$ cat config.mk
export PLATFORM = sky130hd
export DESIGN_NAME = pit_ctrl
export DESIGN_NICKNAME = d
export VERILOG_FILES = /design/src/inc/pit_pkg.sv /design/src/rtl/pit_ctrl.sv
export SDC_FILE = /design/constraint.sdc
export NUM_CORES = 1
export LEC_CHECK = 0
export ABC_AREA = 1
export BUFFER_PORTS_ARGS = -buffer_cell sky130_fd_sc_hd__clkbuf_2
export CELL_PAD_IN_SITES_DETAIL_PLACEMENT = 1
export CELL_PAD_IN_SITES_GLOBAL_PLACEMENT = 1
export CORE_UTILIZATION = 43
export CTS_CLUSTER_DIAMETER = 120
export DETAILED_ROUTE_END_ITERATION = 10
export GPL_TIMING_DRIVEN = 0
export PLACE_DENSITY_LB_ADDON = 0.1
export SYNTH_ARGS = -nofsm -noshare
export SYNTH_HDL_FRONTEND = slang
export SYNTH_SLANG_ARGS = --single-unit
$ cat constraint.sdc
create_clock -name clk_sys -period 4.37 [get_ports clk_sys]
set_clock_uncertainty 0.2 [all_clocks]
set_input_delay 0.437 -clock clk_sys [delete_from_list [all_inputs] [get_ports clk_sys]]
set_output_delay 0.437 -clock clk_sys [all_outputs]
set_load 0.02 [all_outputs]
$ cat src/inc/pit_pkg.sv
// Package of constants for the priority interrupt and interval timer block
package pit_pkg;
   // Control byte field positions
   localparam int PRIO_LSB = 0;             // Complemented current priority, 3 bits
   localparam int BYPASS_BIT = 3;           // Priority compare override
   localparam int IVAL_LSB = 4;             // Three interval enables, bits 4..6
   localparam int GPO_BIT = 7;              // General purpose output bit
   localparam logic [7:0] CTRL_RESET = 8'h00; // Control latch after reset
   // Restart instruction template: bits 3..5 carry the level, rest high
   localparam logic [7:0] RST_TEMPLATE = 8'hC7;
   // Timing
   localparam int PHI2_HZ = 200_000_000;    // Bus clock rate
   localparam int BASE_US_X10 = 1;          // Base interval 0.1 ms in units of 0.1 ms
   localparam int BASE_DIV = PHI2_HZ / 10_000 * BASE_US_X10; // Cycles per 0.1 ms
   localparam int DECADE = 10;              // Each further stage divides by ten
   localparam int NUM_RATES = 9;            // Selectable divided-clock intervals
   localparam int NUM_DEC = 4;              // Decade stages after the base
endpackage

$ cat src/rtl/pit_ctrl.sv
// Priority interrupt controller with interval timer and one control port
`timescale 1ns/100ps
// Functional notes
// (RL1) Peripherals request by holding active-low lines low
// (RL2) Eight levels, seven highest, highest pending wins
// (RL3) Interrupt only when level exceeds current priority
// (RL4) Bit three bypasses compare, level zero served
// (RL5) Unchosen requesters must keep requests asserted
// (RL6) Acknowledge blocks interrupts until next port write
// (RL7) Software initialises priority when enabling interrupts
// (RL8) Priority bits written as ones complement
// (RL9) Bits four to six gate three interval rates
// (RL10) Several enabled rates combine logically
// (RL11) Timer request toggles on each interval tick
// (RL12) Every port write loads byte and rearms
// (RL13) Software writes all fields every time
// (RL14) Rewriting unchanged bits causes no glitch
// (RL15) One port address, all eight lines match
// (RL16) Bit seven drives general output, holds value
// (RL17) Timer request enters at configurable level
// (RL18) Three interval inputs chosen from nine rates
// (RL19) Write strobe from address match and write
// (RL20) Divide down to 0.1 ms then decades
// (RL21) Acknowledge drives restart, clears pending request
// (RL22) Bit seven output is inverted
// (RL23) Reset clears latch, no interrupts until write
module pit_ctrl #(
   parameter logic [7:0] PORT_ADDR = 8'h00, // Jumpered port address
   parameter logic [2:0] TIMER_LEVEL = 3'h7, // Level of the timer request
   parameter logic [3:0] SEL0 = 4'h1,        // Rate index for bit 4
   parameter logic [3:0] SEL1 = 4'h4,        // Rate index for bit 5
   parameter logic [3:0] SEL2 = 4'h8         // Rate index for bit 6
) (
   input wire logic clk_sys,
   input wire logic sys_rst,
   input wire logic [7:0] addr,      // Port address lines
   input wire logic wr_strobe,       // Processor write strobe, one cycle
   input wire logic [7:0] wr_data,   // Data out bus
   input wire logic [7:0] req_n,     // Peripheral requests, active low
   input wire logic inta,            // Interrupt acknowledge pulse
   output logic int_req,             // Interrupt request to processor
   output logic [7:0] rst_data,      // Restart instruction, valid with rst_oe_n low
   output logic rst_oe_n,            // Low while driving the data in bus
   output logic gpo_n                // Inverted bit 7 output
);
   typedef enum logic [0:0] {
      PIT_ARMED = 1'b0,               // Will raise an interrupt
      PIT_BLOCKED = 1'b1              // Waiting for a port write
   } pit_state_t;

   // Divider chain: base counter and decade counters
   // The chain free-runs from reset; software cannot phase-align it, so the
   // first interval after enabling a rate may be shorter than a full period
   logic [15:0] base_cnt_reg, base_cnt_next;
   logic [3:0] dec_cnt_reg [pit_pkg::NUM_DEC], dec_cnt_next [pit_pkg::NUM_DEC];
   logic [pit_pkg::NUM_RATES-1:0] rate_reg, rate_next; // Square waves of the nine rates
   logic [pit_pkg::NUM_RATES-1:0] tick;                // One-cycle pulse per half period
   // Control and priority state
   logic [7:0] ctrl_reg, ctrl_next;             // Written control byte
   pit_state_t state_reg, state_next;
   logic gate_reg, gate_next;                   // Gated interval level, for edge finding
   logic treq_reg, treq_next;                   // Timer request flip-flop, high = requesting
   logic int_reg, int_next;
   logic [7:0] rdat_reg, rdat_next;
   logic oe_n_reg, oe_n_next;
   logic gpo_n_reg, gpo_n_next;
   // Working signals
   logic port_wr;
   logic [7:0] pend;
   logic [2:0] win;
   logic any;
   logic [2:0] cur;
   logic gate;

   // Divider next state; base divide gives 0.1 ms, decades slow it further
   always_comb begin
      base_cnt_next = base_cnt_reg + 16'h0001;
      rate_next = rate_reg;
      tick = '0;
      for (int i = 0; i < pit_pkg::NUM_DEC; i++) begin
         dec_cnt_next[i] = dec_cnt_reg[i];
      end
      // Base stage toggles every half of the 0.1 ms interval
      if (base_cnt_reg == 16'(pit_pkg::BASE_DIV / 2 - 1)) begin // RL20
         base_cnt_next = 16'h0000;
         tick[0] = 1'b1;
         // Cascade: stage i fires after ten half periods of stage below
         // Ticks ripple within one cycle, so all rates stay phase locked
         for (int i = 0; i < pit_pkg::NUM_DEC; i++) begin
            if (tick[2*i]) begin
               if (dec_cnt_reg[i] == 4'(pit_pkg::DECADE - 1)) begin
                  dec_cnt_next[i] = 4'h0;
                  tick[2*i+2] = 1'b1;
               end else begin
                  dec_cnt_next[i] = dec_cnt_reg[i] + 4'h1;
               end
               // Intermediate rate at half the decade, giving nine taps
               if (dec_cnt_reg[i] == 4'h4 || dec_cnt_reg[i] == 4'(pit_pkg::DECADE - 1)) begin
                  tick[2*i+1] = 1'b1;
               end
            end
         end
      end
      rate_next = rate_reg ^ tick;
   end

   // Divider registers
   always_ff @(posedge clk_sys) begin
      if (sys_rst) begin
         base_cnt_reg <= 16'h0000;
         rate_reg <= '0;
         // Counters restart so every rate begins low after reset
         for (int i = 0; i < pit_pkg::NUM_DEC; i++) begin
            dec_cnt_reg[i] <= 4'h0;
         end
      end else begin
         base_cnt_reg <= base_cnt_next;
         rate_reg <= rate_next;
         dec_cnt_reg <= dec_cnt_next;
      end
   end

   // Priority, timer and port logic
   always_comb begin
      // Full eight-bit compare against the jumpered address
      port_wr = wr_strobe && (addr == PORT_ADDR); // RL15 RL19
      // Selected rates ORed with the inverted enable bits and ANDed, several combine
      // A disabled rate passes a one, so only enabled rates shape the gate
      // With nothing enabled the gate stays low and the flip-flop holds
      gate = (~ctrl_reg[pit_pkg::IVAL_LSB] | rate_reg[SEL0]) // RL9 RL18
           & (~ctrl_reg[pit_pkg::IVAL_LSB+1] | rate_reg[SEL1]) // RL10
           & (~ctrl_reg[pit_pkg::IVAL_LSB+2] | rate_reg[SEL2])
           & (|ctrl_reg[pit_pkg::IVAL_LSB+2:pit_pkg::IVAL_LSB]);
      gate_next = gate;
      treq_next = treq_reg;
      if (gate && !gate_reg) begin
         treq_next = ~treq_reg; // RL11
      end
      // Timer request merged at its jumpered level
      pend = ~req_n; // RL1
      if (treq_reg) begin
         pend[TIMER_LEVEL] = 1'b1; // RL17
      end
      win = 3'h0;
      any = 1'b0;
      for (int l = 0; l < 8; l++) begin
         if (pend[l]) begin
            win = 3'(l); // RL2
            any = 1'b1;
         end
      end
      // Stored priority is written inverted
      cur = ~ctrl_reg[pit_pkg::PRIO_LSB+2:pit_pkg::PRIO_LSB]; // RL8
      state_next = state_reg;
      int_next = 1'b0;
      if (state_reg == PIT_ARMED && any
          && (ctrl_reg[pit_pkg::BYPASS_BIT] || win > cur)) begin // RL3 RL4
         int_next = 1'b1;
      end
      rdat_next = rdat_reg;
      oe_n_next = 1'b1;
      ctrl_next = ctrl_reg;
      gpo_n_next = gpo_n_reg;
      case (state_reg)
         PIT_ARMED: begin
            if (inta && int_reg) begin
               // Drive restart with winning level, then block
               rdat_next = pit_pkg::RST_TEMPLATE | {2'b00, win, 3'b000}; // RL21
               oe_n_next = 1'b0;
               int_next = 1'b0;
               state_next = PIT_BLOCKED; // RL6
               if (win == TIMER_LEVEL && treq_reg) begin
                  treq_next = 1'b0;
               end
            end
         end
         PIT_BLOCKED: begin
            int_next = 1'b0;
         end
         default: begin
            state_next = PIT_BLOCKED;
         end
      endcase
      if (port_wr) begin
         // Whole byte reloads; equal values leave outputs unchanged
         ctrl_next = wr_data; // RL12 RL14
         state_next = PIT_ARMED;
         gpo_n_next = ~wr_data[pit_pkg::GPO_BIT]; // RL16 RL22
      end
   end

   // Control, priority and output registers
   always_ff @(posedge clk_sys) begin
      if (sys_rst) begin
         ctrl_reg <= pit_pkg::CTRL_RESET;
         state_reg <= PIT_BLOCKED; // RL23
         gate_reg <= 1'b0;
         treq_reg <= 1'b0;
         int_reg <= 1'b0;
         rdat_reg <= pit_pkg::RST_TEMPLATE;
         oe_n_reg <= 1'b1;
         gpo_n_reg <= 1'b1;
      end else begin
         ctrl_reg <= ctrl_next;
         state_reg <= state_next;
         gate_reg <= gate_next;
         treq_reg <= treq_next;
         int_reg <= int_next;
         rdat_reg <= rdat_next;
         oe_n_reg <= oe_n_next;
         gpo_n_reg <= gpo_n_next;
      end
   end

   assign int_req = int_reg;
   assign rst_data = rdat_reg;
   assign rst_oe_n = oe_n_reg;
   assign gpo_n = gpo_n_reg;
endmodule

==> results.md, run 1 <==
Detailed routing:
- After detailed routing, the average wire length per cell comes to ~13 um.
- The final layout contains routed wiring with a total length of 6240 um.
- In the routed design, unresolved DRC markers number 0.
- The detailed-router iteration count before antenna repair is 4.
- In this run, the number of DRC markers left after iteration 0 of detailed routing was 66.
- Summing over every cut layer, the via total after detailed routing is about 2,500.
- The detail route stage leaves a number of antenna-violating nets equal to 0.
- Using the TritonRoute via totals, the vias-per-cell ratio works out to 4.96.

Timing:
- The number of max-slew violations in the final report is 0.
- The setup TNS after final layout is 0 ns.
- The maximum operating frequency is 0.529 GHz.
- The post-route minimum period is 1.89 ns.
- At the pin with the least slew margin, the transition time is 0.541 ns.
- The final count of hold timing violations is 0.
- Setup violations remaining at the end of the flow were counted as 0.
- Setup repair after global routing left no endpoint under its margin.
- The worst max-slew margin expressed relative to the limit is 0.639.
- The final worst setup slack is 2.48 ns.
- Of the available clock period, the critical path in the final layout requires 0.433.

Placement:
- The placed wire-length estimate is between 4000 and 5000 um.
- The cell area reported after detailed placement is 2840 sq um.
- The instance count after placement with tap cells included is 489.
- Buffers placed on the I/O ports in this run total 33.
- The post-placement setup slack is 2.43 ns.
- At the end of routability-driven placement, the weighted congestion stood at 0.822.

Critical path:
- The worst setup path startpoint is base_cnt_reg[0]$_SDFF_PP0_.
- The most critical setup path has its endpoint at rate_reg[8]$_SDFF_PP0_.
- In this run the register-to-register setup slack is 2.48 ns.
- For the worst setup path, the data required time is approximately 4.4 ns.
- STA puts the critical path data arrival time at 1.93 ns.
- The largest fanout on the critical path is 10.
- The critical path in this run is classified as register to register.
- The worst setup path is captured at a register.
- The worst register-to-register path begins at base_cnt_reg[0]$_SDFF_PP0_.
- For the worst flop-to-flop path, the logic depth is 8.
- STA classifies the critical path startpoint as a register.
- In this run the critical register-to-register path is captured at rate_reg[8]$_SDFF_PP0_.

Final layout:
- The final cell count without fillers is 497.
- In the final layout, the share of cells above drive strength 1 is 0.134.
- After routing the design area is 2970 sq um.
- The top cell types in the final layout, fill and taps aside, are 96 x sky130_fd_sc_hd__nand2_1, 55 x sky130_fd_sc_hd__inv_1, 51 x sky130_fd_sc_hd__dfxtp_1, 44 x sky130_fd_sc_hd__nor2_1, 33 x sky130_fd_sc_hd__clkbuf_2.
- The total inserted antenna cells is 0.
- The growth of design area from synthesis to finish is 15.7%.
- The library cell used most frequently in the layout, excluding fill and tap cells, is sky130_fd_sc_hd__nand2_1.
- The final-stage net count is 456.

Floorplanning:
- Measured along the y axis, the die boundary spans 79.2 um.
- After floorplanning, the core was divided into 27 placement rows.
- The starting density of the core is 0.455.
- The die covers 6280 sq um.
- The die is 79.2 um wide.
- The count of pins on the block boundary is 39.
- The area inside the core boundary is 5640 sq um.

Clock tree:
- The count of instances resized after the clock tree is built is 0.
- The clock-pin slew of the registers on the worst-case setup and hold paths is 0.10 ns.
- In this run the deepest clock path goes through 2 buffers.
- At the later pin of the worst-skew pair, clock insertion delay measures 0.31 ns.
- After clock tree synthesis, the setup repair step added 0 buffers.
- CTS saw 51 sinks.
- Buffers inserted during clock tree synthesis total 5.
- The tree is rooted in a sky130_fd_sc_hd__clkbuf_8.
- The clock tree synthesis step divided the H-tree into 2 levels.
- The hold buffer count at cts is 0.
- TritonCTS built the clock tree.

Logic synthesis:
- The count of warnings emitted by yosys is 0.
- After synthesis the netlist holds a flip-flop and latch count of ~50.
- The cell count after synthesis is 380.
- Each instance of the synthesized netlist takes up on average 6.75 sq um.
- Synthesis instantiated 28 different standard cells from the library.
- The sequential area share after synthesis is 0.398.
- The mapped netlist covers 2560 sq um.

Power and ir drop:
- The power after layout is approximately 900 uW.
- VDD sags by at most around 0.15 mV.
- The analysis attributes to cell leakage a power of approximately 1.2 nW.
- In this run the power density over the cells is 305 nW/um^2.

GRT:
- The global-route wire length before repair is around 11,000 um.
- After global routing the overflow that remains totals 0.
- The number of antenna violations at the first check in global routing was 0.
- Across every metal layer, demand over resource in global routing totals 0.221.
- The number of global-route vias before repair is between 2,000 and 3,000.
- The pin count of the biggest net entering global routing is 16.

Outcome:
- The flow ran to the end, and the final reports show no timing, DRC or antenna violations.

Hold path:
- The tightest min-delay check is of the input pin to register type.

Flow run:
- The count of max-cap constraint violations is 0.
## worst max-delay path, stage by stage (launching register included)
cell,delay [ns]
sky130_fd_sc_hd__dfxtp_1,0.38
sky130_fd_sc_hd__ha_1,0.21
sky130_fd_sc_hd__nand3_2,0.13
sky130_fd_sc_hd__inv_1,0.12
sky130_fd_sc_hd__nand3_1,0.13
sky130_fd_sc_hd__nor2_4,0.22
sky130_fd_sc_hd__buf_6,0.17
sky130_fd_sc_hd__nand3_1,0.11
sky130_fd_sc_hd__a21oi_2,0.15
## final cells by class
class / count / area, sq um
fill: 766 / 2670
multi-input combinational: 266 / 1280
sequential: 51 / 1020
inverter: 56 / 210
timing repair buffer: 33 / 165
tap: 72 / 90.1
clock buffer: 6 / 72.6
buffer: 11 / 71.3
clock inverter: 2 / 60.1
## stage by stage
stage	hold WS, ns	utilization
after floorplan	0.217	-
after global placement	0.234	0.503
after detailed placement	0.249	0.503
after CTS	0.112	0.526
after global routing	0.124	0.526
final	0.118	0.526
## worst min path at each step
stage	startpoint	to	slack, ns	depth (start not counted)
final	wr_data[7]	gpo_n$_SDFFE_PP1P_	0.12	2
after global routing	wr_data[7]	gpo_n$_SDFFE_PP1P_	0.12	2
after floorplan	base_cnt_reg[0]$_SDFF_PP0_	base_cnt_reg[0]$_SDFF_PP0_	0.22	1
after detailed placement	base_cnt_reg[0]$_SDFF_PP0_	base_cnt_reg[0]$_SDFF_PP0_	0.25	1
after global placement	base_cnt_reg[0]$_SDFF_PP0_	base_cnt_reg[0]$_SDFF_PP0_	0.23	1
after CTS	wr_data[7]	gpo_n$_SDFFE_PP1P_	0.11	2
## layer usage
layer,routed length [um],track usage,up-vias,part of all wire
met5,0,0,-,0
met2,3180,0.411,29,0.51
met1,2870,0.261,1159,0.46
met3,156,0.0391,4,0.025
met4,34,0.0473,0,0.0054
li1,-,-,1275,-
## synth_stat cells, drive strengths merged
library cell | number | area (sq um)
a21boi | 2 | 15.0
a21oi | 33 | 169
buf | 7 | 56.3
clkbuf | 4 | 15.0
conb | 1 | 3.75
dfxtp | 51 | 1020
ha | 4 | 50.1
inv | 56 | 210
nand2 | 97 | 367
nand3 | 26 | 140
nand3b | 3 | 22.5
nand4 | 7 | 43.8
nor2 | 47 | 194
nor3 | 7 | 46.3
nor3b | 1 | 7.51
o21ai | 24 | 120
o21bai | 1 | 7.51
or2 | 1 | 6.26
xnor2 | 3 | 26.3
xor2 | 5 | 43.8
## logic make-up after synthesis
kind of cell,count (synthesis),share of synthesized area
simple gates,189,0.322
buf+inv,67,0.110
compound gates,60,0.121
flops,51,0.398
xor+xnor,8,0.0273
fa+ha+maj,4,0.0195
other cells,1,0.00146
## where the power goes
group	internal, mW	switching (mW)	total [mW]
Sequential	0.467	0.00207	0.469
Combinational	0.0195	0.0253	0.0448
Clock	0.229	0.161	0.390
No activity file was read; power rests on OpenSTA's default activity.
==> inputs of run 2 (changes only) <==
--- a/config.mk
+++ b/config.mk
@@ -9,7 +9,7 @@
 export BUFFER_PORTS_ARGS = -buffer_cell sky130_fd_sc_hd__clkbuf_2
 export CELL_PAD_IN_SITES_DETAIL_PLACEMENT = 1
 export CELL_PAD_IN_SITES_GLOBAL_PLACEMENT = 1
-export CORE_UTILIZATION = 43
+export CORE_UTILIZATION = 40
 export CTS_CLUSTER_DIAMETER = 120
 export DETAILED_ROUTE_END_ITERATION = 10
 export GPL_TIMING_DRIVEN = 0
==> constraint.sdc (replaced) <==
create_clock -name clk_sys -period 1.8 [get_ports clk_sys]
set_clock_uncertainty 0.2 [all_clocks]
set_input_delay 0.18 -clock clk_sys [delete_from_list [all_inputs] [get_ports clk_sys]]
set_output_delay 0.18 -clock clk_sys [all_outputs]
set_load 0.02 [all_outputs]
==> results.md, run 2 (synthesized netlist as in run 1, its figures left out) <==
Power and ir drop:
- The power dissipated by switching net loads was 473 uW (+150%).
- The sequential share of power is 0.586 (+0.067).
- The switching portion of total power is 0.243 (+0.0343).
- The part of the total power dissipated in combinational logic is 0.069 (+0.019).
- The power density over the cells came to 621 nW/um^2 (+100%).
- The total leakage power was 1.24 nW (+2.9%).
- The power after layout came to 1.95 mW (+120%).
- The peak supply drop was 0.322 mV (+120%).
- The internal portion of total power is 1.47 mW (+110%).
- The part of the power in the clock network is 0.344 (-0.088).

Detailed routing:
- The met2 wire length is 3570 um (+12%).
- The routed metal-1 wire length is 2880 um (+0.66%).
- The residual antenna-violating net count after detailed routing came to 0 (unchanged).
- Routed signal wires occupy layers up through met4.
- The wire length on met3 is 131 um (-16%).
- The first-iteration detailed-routing DRC count is 41 (-38%).
- The overall routed net length is 6670 um (+6.9%).
- The mean number of vias per cell was 5.06 (+1.9%).
- The detailed-router iteration count before antenna repair is 4 (unchanged).
- The number of vias after detailed routing is 2,591 (+5.0%).
- The number of remaining DRC errors was 0 (unchanged).
- The wire length per cell came to 13.0 um (+3.7%).

Timing:
- The final count of hold timing violations is 0 (unchanged).
- Setup repair after global routing could not meet its margin everywhere.
- The number of max-slew violations in the final report is 0 (unchanged).
- The number of setup violations in the final report was 0 (unchanged).
- The tightest hold margin is 0.00586 ns (-0.112 ns).
- The post-route fraction of the period consumed by the critical path is 0.953 (+0.520).
- The post-route minimum period is 1.71 ns (-0.175 ns).
- The worst max-slew margin expressed relative to the limit is 0.631 (-0.00804).
- The slew of the pin with the lowest slew margin is 0.553 ns (+0.0121 ns).
- The maximum operating frequency is 0.583 GHz (+10%).

Flow run:
- The count of max-cap constraint violations is 0 (unchanged).

Critical path:
- The worst setup path is captured at a register.
- Walking the worst path, the cells encountered are ha_4 -> nand3_4 -> inv_4 -> nand3_2 -> nor2_4 -> buf_6 -> nand3_1 -> a21oi_2.
- The largest fanout on the critical path is 7 (-3).
- The worst setup path is of the register to register kind.
- The cell with the biggest individual delay on the critical path is sky130_fd_sc_hd__dfxtp_4.
- The required time of the critical path is 1.84 ns (-2.57 ns).
- The worst endpoint data arrival time is 1.76 ns (-0.17 ns).
- The highest cell delay on the worst timing path was 0.38 ns (about the same).
- The category of the worst setup path launch point is a register.

Final layout:
- The final cell count without fillers came to 512 (+3.0%).
- The final-stage net count came to 468 (+2.6%).
- Leaving out fill and tap cells, the most frequent cells in the layout are 90 x sky130_fd_sc_hd__nand2_1, 52 x sky130_fd_sc_hd__inv_1, 47 x sky130_fd_sc_hd__dfxtp_1, 39 x sky130_fd_sc_hd__nor2_1, 33 x sky130_fd_sc_hd__clkbuf_2.
- The total inserted antenna cells is 0 (unchanged).
- The count of filler cells inserted in the layout is 828 (+8.1%).
- The end-of-flow core utilization came to 0.518 (-0.00851).
- The area growth from synthesis to layout is 22.3%.
- The share of layout cells above drive strength 1 was 0.190 (+0.0558).
- The leading cell type in the layout, fill and taps excluded is sky130_fd_sc_hd__nand2_1.

Floorplanning:
- The area inside the core boundary is 6060 sq um (+7.4%).
- The height of the die is 82.1 um (+3.6%).
- The number of standard-cell rows in the floorplan came to 28 (+3.7%).
- The starting density of the core is 0.423 (-0.0314).
- The count of pins on the block boundary is 39 (unchanged).
- The die boundary width is 82.1 um (+3.6%).
- The die area was 6740 sq um (+7.3%).

GRT:
- The total congestion overflow after global routing was 0 (unchanged).
- The number of antenna violations at the first check in global routing is 0 (unchanged).
- The number of global-route vias before repair came to 2,647 (+2.4%).
- The global-route wire length before repair was 10,900 um (-1.7%).
- The global-route usage over all layers is 0.209 (-0.0124).
- The pin count of the biggest net entering global routing is 16 (unchanged).

Hold path:
- The worst hold path belongs to the class input pin to register.

Clock tree:
- The clock latency reported for the late side of the worst-skew pair is 0.31 ns (about the same).
- The root buffer cell chosen for the clock tree is sky130_fd_sc_hd__clkbuf_8.
- The TritonCTS buffer count came to 5 (unchanged).
- The deepest level of the CTS H-tree is 2 (unchanged).
- The CTS tree is done.
- The maximum clock path buffer count is 2 (unchanged).
- The clock-pin slew of the registers on the worst-case setup and hold paths is 0.10 ns (about the same).
- The number of sinks on the clock net was 51 (unchanged).

Placement:
- The routability-driven placement congestion ratio is 0.788 (-4.1%).
- The placed wire-length estimate is 4880 um (+1.1%).
- The instance count after placement with tap cells included came to 492 (+0.61%).
- The count of buffers from port buffering is 33 (unchanged).

Outcome:
- The run finished with clean final reports.
run 2: changes by cell type in the layout (fill, tap and decap cells not counted), sizes merged:
| cell | delta |
|---|---|
| bufinv | -2 |
| dlygate4sd3 | +9 |
| clkinv | +1 |
| clkinvlp | +1 |
| buf | +3 |
run 2: metrics by stage:
stage          TNS (ns)  area [sq um]  setup WS (ns)
6_report              0          3140         0.0851
5_1_grt          -0.205          3140        -0.0583
4_1_cts               0          3050        0.00888
3_5_place_dp      -1.40          2840         -0.103
3_3_place_gp     -0.806          2840        -0.0574
2_1_floorplan         0          2580          0.204
run 2: repair_timing:
item | CTS | global route
endpoints found under the setup margin | 33 | 34
pin swaps | 1 | 6
cloned | 1 | 0
resized for setup | 11 | 21
buffers inserted | 0 | 2
hold buffers | 9 | 0
endpoints found under the hold margin | 9 | 0
run 2: critical path, delay by kind of cell (launching register included):
kind | cells | cell delay (ns)
AO/OA/AOI/OAI | 1 | 0.15
buffers and inverters | 2 | 0.24
adder cells (fa/ha/maj) | 1 | 0.14
AND/OR/NAND/NOR | 4 | 0.53
flip-flops | 1 | 0.38
run 2: power by group through the flow:
| stage | combinational, mW | sequential [mW] | clock, mW |
|---|---|---|---|
| CTS | 0.125 | 1.14 | 0.682 |
| global route | 0.151 | 1.14 | 0.728 |
| floorplan | 0.0620 | 1.16 | 0 |
| detailed placement | 0.109 | 1.16 | 0 |
| global placement | 0.105 | 1.16 | 0 |
| finish | 0.135 | 1.14 | 0.670 |
run 2: path summary, 6_finish.rpt:
kind / start / endpoint / slack, ns / cells past startpoint
worst min-delay path: inta / int_req$_SDFF_PP0_ / 0.006 / 4
worst min register to register: base_cnt_reg[0]$_SDFF_PP0_ / base_cnt_reg[0]$_SDFF_PP0_ / 0.25 / 1
worst max register to register: base_cnt_reg[0]$_SDFF_PP0_ / rate_reg[8]$_SDFF_PP0_ / 0.09 / 8
worst max-delay path: base_cnt_reg[0]$_SDFF_PP0_ / rate_reg[8]$_SDFF_PP0_ / 0.09 / 8
run 2: area by class of cell:
cell class / count / area, sq um / share of cell area
Multi-Input combinational cell: 266 / 1360 / 0.435
Sequential cell: 51 / 1030 / 0.328
Timing Repair Buffer: 45 / 282 / 0.0897
Inverter: 56 / 213 / 0.0678
Tap cell: 75 / 93.8 / 0.0299
Clock buffer: 6 / 72.6 / 0.0231
Buffer: 11 / 71.3 / 0.0227
Clock inverter: 2 / 12.5 / 0.00399
run 2: per-layer routing:
| metal | track usage | vias up |
|---|---|---|
| met1 | 0.233 | 1240 |
| met5 | 0 | - |
| li1 | - | 1306 |
| met4 | 0.0614 | 0 |
| met3 | 0.0300 | 8 |
| met2 | 0.402 | 37 |
==> inputs of run 3 (changes only) <==
--- a/config.mk
+++ b/config.mk
@@ -11,6 +11,7 @@
 export CELL_PAD_IN_SITES_GLOBAL_PLACEMENT = 1
 export CORE_UTILIZATION = 40
 export CTS_CLUSTER_DIAMETER = 120
+export CTS_CLUSTER_SIZE = 40
 export DETAILED_ROUTE_END_ITERATION = 10
 export GPL_TIMING_DRIVEN = 0
 export PLACE_DENSITY_LB_ADDON = 0.1
==> constraint.sdc (replaced) <==
create_clock -name clk_sys -period 1.8 [get_ports clk_sys]
set_clock_uncertainty 0.2 [all_clocks]
set_input_delay 0.09 -clock clk_sys [delete_from_list [all_inputs] [get_ports clk_sys]]
set_output_delay 0.09 -clock clk_sys [all_outputs]
set_load 0.02 [all_outputs]
==> results.md, run 3 (synthesized netlist as in run 1, its figures left out) <==
Final layout:
- The end-of-flow core utilization is 0.529 (+0.0118).
- The leading cell type in the layout, fill and taps excluded is sky130_fd_sc_hd__nand2_1.
- The count of filler cells inserted in the layout is 818 (-1.2%).
- In the layout the commonest cells are 91 x sky130_fd_sc_hd__nand2_1, 54 x sky130_fd_sc_hd__inv_1, 46 x sky130_fd_sc_hd__dfxtp_1, 37 x sky130_fd_sc_hd__nor2_1, 34 x sky130_fd_sc_hd__clkbuf_2.
- The final-stage net count is 473 (+1.1%).
- The final cell count without fillers was 517 (+0.98%).
- The flip-flop and latch area is 1030 sq um (+0.36%).
- The growth of design area from synthesis to finish is 25.1%.
- The total inserted antenna cells was 0 (unchanged).
- The area of the multi-input gates is 1380 sq um (+1.2%).
- The share of layout cells above drive strength 1 is 0.188 (-0.00215).

Power and ir drop:
- The total leakage power is 1.28 nW (+3.3%).
- The power density over the cells is 606 nW/um^2 (-2.3%).
- The part of the power in the clock network came to 0.343 (about the same).
- The power dissipated by switching net loads was 470 uW (-0.68%).
- The sequential share of power was 0.586 (about the same).
- The switching portion of total power is 0.242 (-0.00147).
- The power after layout was 1.94 mW (about the same).
- The internal portion of total power was 1.48 mW (+0.12%).
- The peak supply drop is 0.312 mV (-3.3%).
- The part of the total power dissipated in combinational logic is 0.071 (+0.002).

Outcome:
- The flow ran to the end, and the final reports show no timing, DRC or antenna violations.

Timing:
- The post-route fraction of the period consumed by the critical path came to 0.942 (-0.0103).
- The worst max-slew margin expressed relative to the limit is 0.622 (-0.00881).
- The post-route minimum period is 1.70 ns (-0.0185 ns).
- The slew of the pin with the lowest slew margin is 0.566 ns (+0.0132 ns).
- The maximum operating frequency is 0.589 GHz (+1.1%).
- The final count of hold timing violations came to 0 (unchanged).
- Setup repair after global routing could not meet its margin everywhere.
- The number of setup violations in the final report is 0 (unchanged).
- The number of max-slew violations in the final report is 0 (unchanged).

Clock tree:
- The deepest level of the CTS H-tree is 2 (unchanged).
- The tree is rooted in a sky130_fd_sc_hd__clkbuf_8.
- The maximum clock path buffer count was 2 (unchanged).
- The number of sinks on the clock net was 51 (unchanged).
- The clock latency reported for the late side of the worst-skew pair is 0.30 ns (about the same).
- The TritonCTS buffer count was 5 (unchanged).
- The clock-pin slew of the registers on the worst-case setup and hold paths is 0.09 ns (about the same).
- TritonCTS built the clock tree.

Placement:
- The placed wire-length estimate was 4880 um (unchanged).
- The instance count after placement with tap cells included came to 492 (unchanged).
- The count of buffers from port buffering came to 33 (unchanged).
- The routability-driven placement congestion ratio is 0.788 (unchanged).

Floorplanning:
- The die boundary width is 82.1 um (unchanged).
- The die area is 6740 sq um (unchanged).
- The count of pins on the block boundary came to 39 (unchanged).
- The height of the die is 82.1 um (unchanged).
- The area inside the core boundary was 6060 sq um (unchanged).
- The number of standard-cell rows in the floorplan was 28 (unchanged).
- The starting density of the core is 0.423 (unchanged).

Detailed routing:
- The first-iteration detailed-routing DRC count is 60 (+46%).
- The number of vias after detailed routing is 2,590 (-0.039%).
- The number of remaining DRC errors is 0 (unchanged).
- The wire length per cell is 12.9 um (-1.2%).
- The mean number of vias per cell is 5.01 (-1.0%).
- The detailed-router iteration count before antenna repair is 4 (unchanged).
- The overall routed net length came to 6650 um (-0.25%).
- The residual antenna-violating net count after detailed routing is 0 (unchanged).

GRT:
- The number of global-route vias before repair is 2,735 (+3.3%).
- The number of antenna violations at the first check in global routing is 0 (unchanged).
- The global-route wire length before repair is 11,200 um (+2.2%).
- The global-route usage over all layers came to 0.213 (+0.00467).
- The total congestion overflow after global routing is 0 (unchanged).
- The pin count of the biggest net entering global routing came to 16 (unchanged).

Critical path:
- The startpoint-to-endpoint class of the critical path is register to register.
- The worst reg2reg path depth was 9 (+1).
- The worst endpoint data arrival time came to 1.71 ns (-0.05 ns).
- The highest cell delay on the worst timing path is 0.32 ns (-0.06 ns).
- The critical path buffer and inverter count is 2 (unchanged).
- The setup slack of the most critical reg-to-reg path is 0.10 ns (+0.02 ns).
- The endpoint of the worst-slack reg-to-reg timing path is int_req$_SDFF_PP0_.
- The required time of the critical path is 1.81 ns (-0.03 ns).
- The largest fanout on the critical path is 2 (-5).
- The slowest stage of the critical path is the sky130_fd_sc_hd__dfxtp_1 cell.
- Broken down by cell family, the worst path's largest delay share belongs to simple AND/OR/NAND/NOR gates.
- STA classifies the critical path endpoint as a register.
- The startpoint of the most critical register-to-register path is treq_reg$_SDFF_PP0_.
- STA classifies the critical path startpoint as a register.
- Walking the worst path, the cells encountered are inv_1 -> nand2_1 -> inv_1 -> nand3_1 -> ha_1 -> nand2_1 -> o21ai_1 -> a21oi_1 -> nor3_1.

Hold path:
- The depth of the worst hold-timing path is 6 (+2).
- The type of the worst min-delay path is input pin to register.
- The path with the worst hold slack has its endpoint at rst_data[3]$_SDFFE_PP0P_.
- The startpoint identified for the worst hold timing path is req_n[5].

Flow run:
- The count of max-cap constraint violations is 0 (unchanged).
## run 3: changes by cell type in the layout (fill, tap and decap cells not counted), moves of 2 or more
cell / previous run / this run
sky130_fd_sc_hd__dlygate4sd3_1: 9 / 14
sky130_fd_sc_hd__inv_1: 52 / 54
sky130_fd_sc_hd__inv_2: 3 / 1
sky130_fd_sc_hd__nand2_2: 7 / 5
sky130_fd_sc_hd__nor2_1: 39 / 37
## run 3: metrics by stage
| stage | TNS (ns) | setup slack, ns | cell area (sq um) | hold WS (ns) |
|---|---|---|---|---|
| floorplan | 0 | 0.204 | 2580 | -0.0476 |
| global placement | -0.806 | -0.0574 | 2840 | 0.0994 |
| detailed placement | -1.40 | -0.103 | 2840 | 0.103 |
| CTS | 0 | 0.00888 | 3100 | 0.0120 |
| global route | -0.108 | -0.0482 | 3210 | 0.0326 |
| finish | 0 | 0.104 | 3210 | 0.0116 |
## run 3: worst max-delay path by stage
stage | slack [ns] | start | depth (start not counted) | end
2_1_floorplan | 0.20 | base_cnt_reg[0]$_SDFF_PP0_ | 8 | rate_reg[8]$_SDFF_PP0_
3_3_place_gp | -0.06 | base_cnt_reg[0]$_SDFF_PP0_ | 7 | base_cnt_reg[9]$_SDFF_PP0_
3_5_place_dp | -0.10 | base_cnt_reg[0]$_SDFF_PP0_ | 8 | base_cnt_reg[3]$_SDFF_PP0_
4_1_cts | 0.009 | base_cnt_reg[12]$_SDFF_PP0_ | 8 | rate_reg[8]$_SDFF_PP0_
5_1_grt | -0.05 | treq_reg$_SDFF_PP0_ | 9 | int_req$_SDFF_PP0_
6_report | 0.10 | treq_reg$_SDFF_PP0_ | 9 | int_req$_SDFF_PP0_
## run 3: layout make-up
| class | instances | share of cell area |
|---|---|---|
| buffer | 11 | 0.0226 |
| clock buffer | 6 | 0.0226 |
| clock inverter | 2 | 0.00390 |
| inverter | 56 | 0.0663 |
| multi-input combinational | 266 | 0.430 |
| sequential | 51 | 0.322 |
| tap | 75 | 0.0293 |
| timing repair buffer | 50 | 0.103 |
## run 3: repair_timing
| action | in CTS | in global routing |
|---|---|---|
| endpoints found under the setup margin | 33 | 35 |
| cloned | 1 | 0 |
| hold endpoints to repair | 15 | 0 |
| pin swaps | 1 | 6 |
| hold buffers | 14 | 0 |
| buffers inserted | 0 | 2 |
| gates resized for setup | 11 | 26 |
## run 3: metal layers
layer	part of all wire	up-vias	track usage
met3	0.018	8	0.0300
met5	0	-	0
met2	0.54	32	0.414
met1	0.43	1235	0.233
li1	-	1315	-
met4	0.012	0	0.0702
## run 3: worst min-delay path, delay by kind of cell
family	cells	cell delay (ns)
buffers and inverters	2	0.13
AOI/OAI and AO/OA	2	0.17
and+or+nand+nor	2	0.10
## run 3: power by group through the flow
stage	clock (mW)	combinational (mW)	sequential [mW]
global placement	0	0.105	1.16
global route	0.718	0.155	1.14
floorplan	0	0.0620	1.16
CTS	0.682	0.130	1.14
detailed placement	0	0.109	1.16
finish	0.667	0.138	1.14
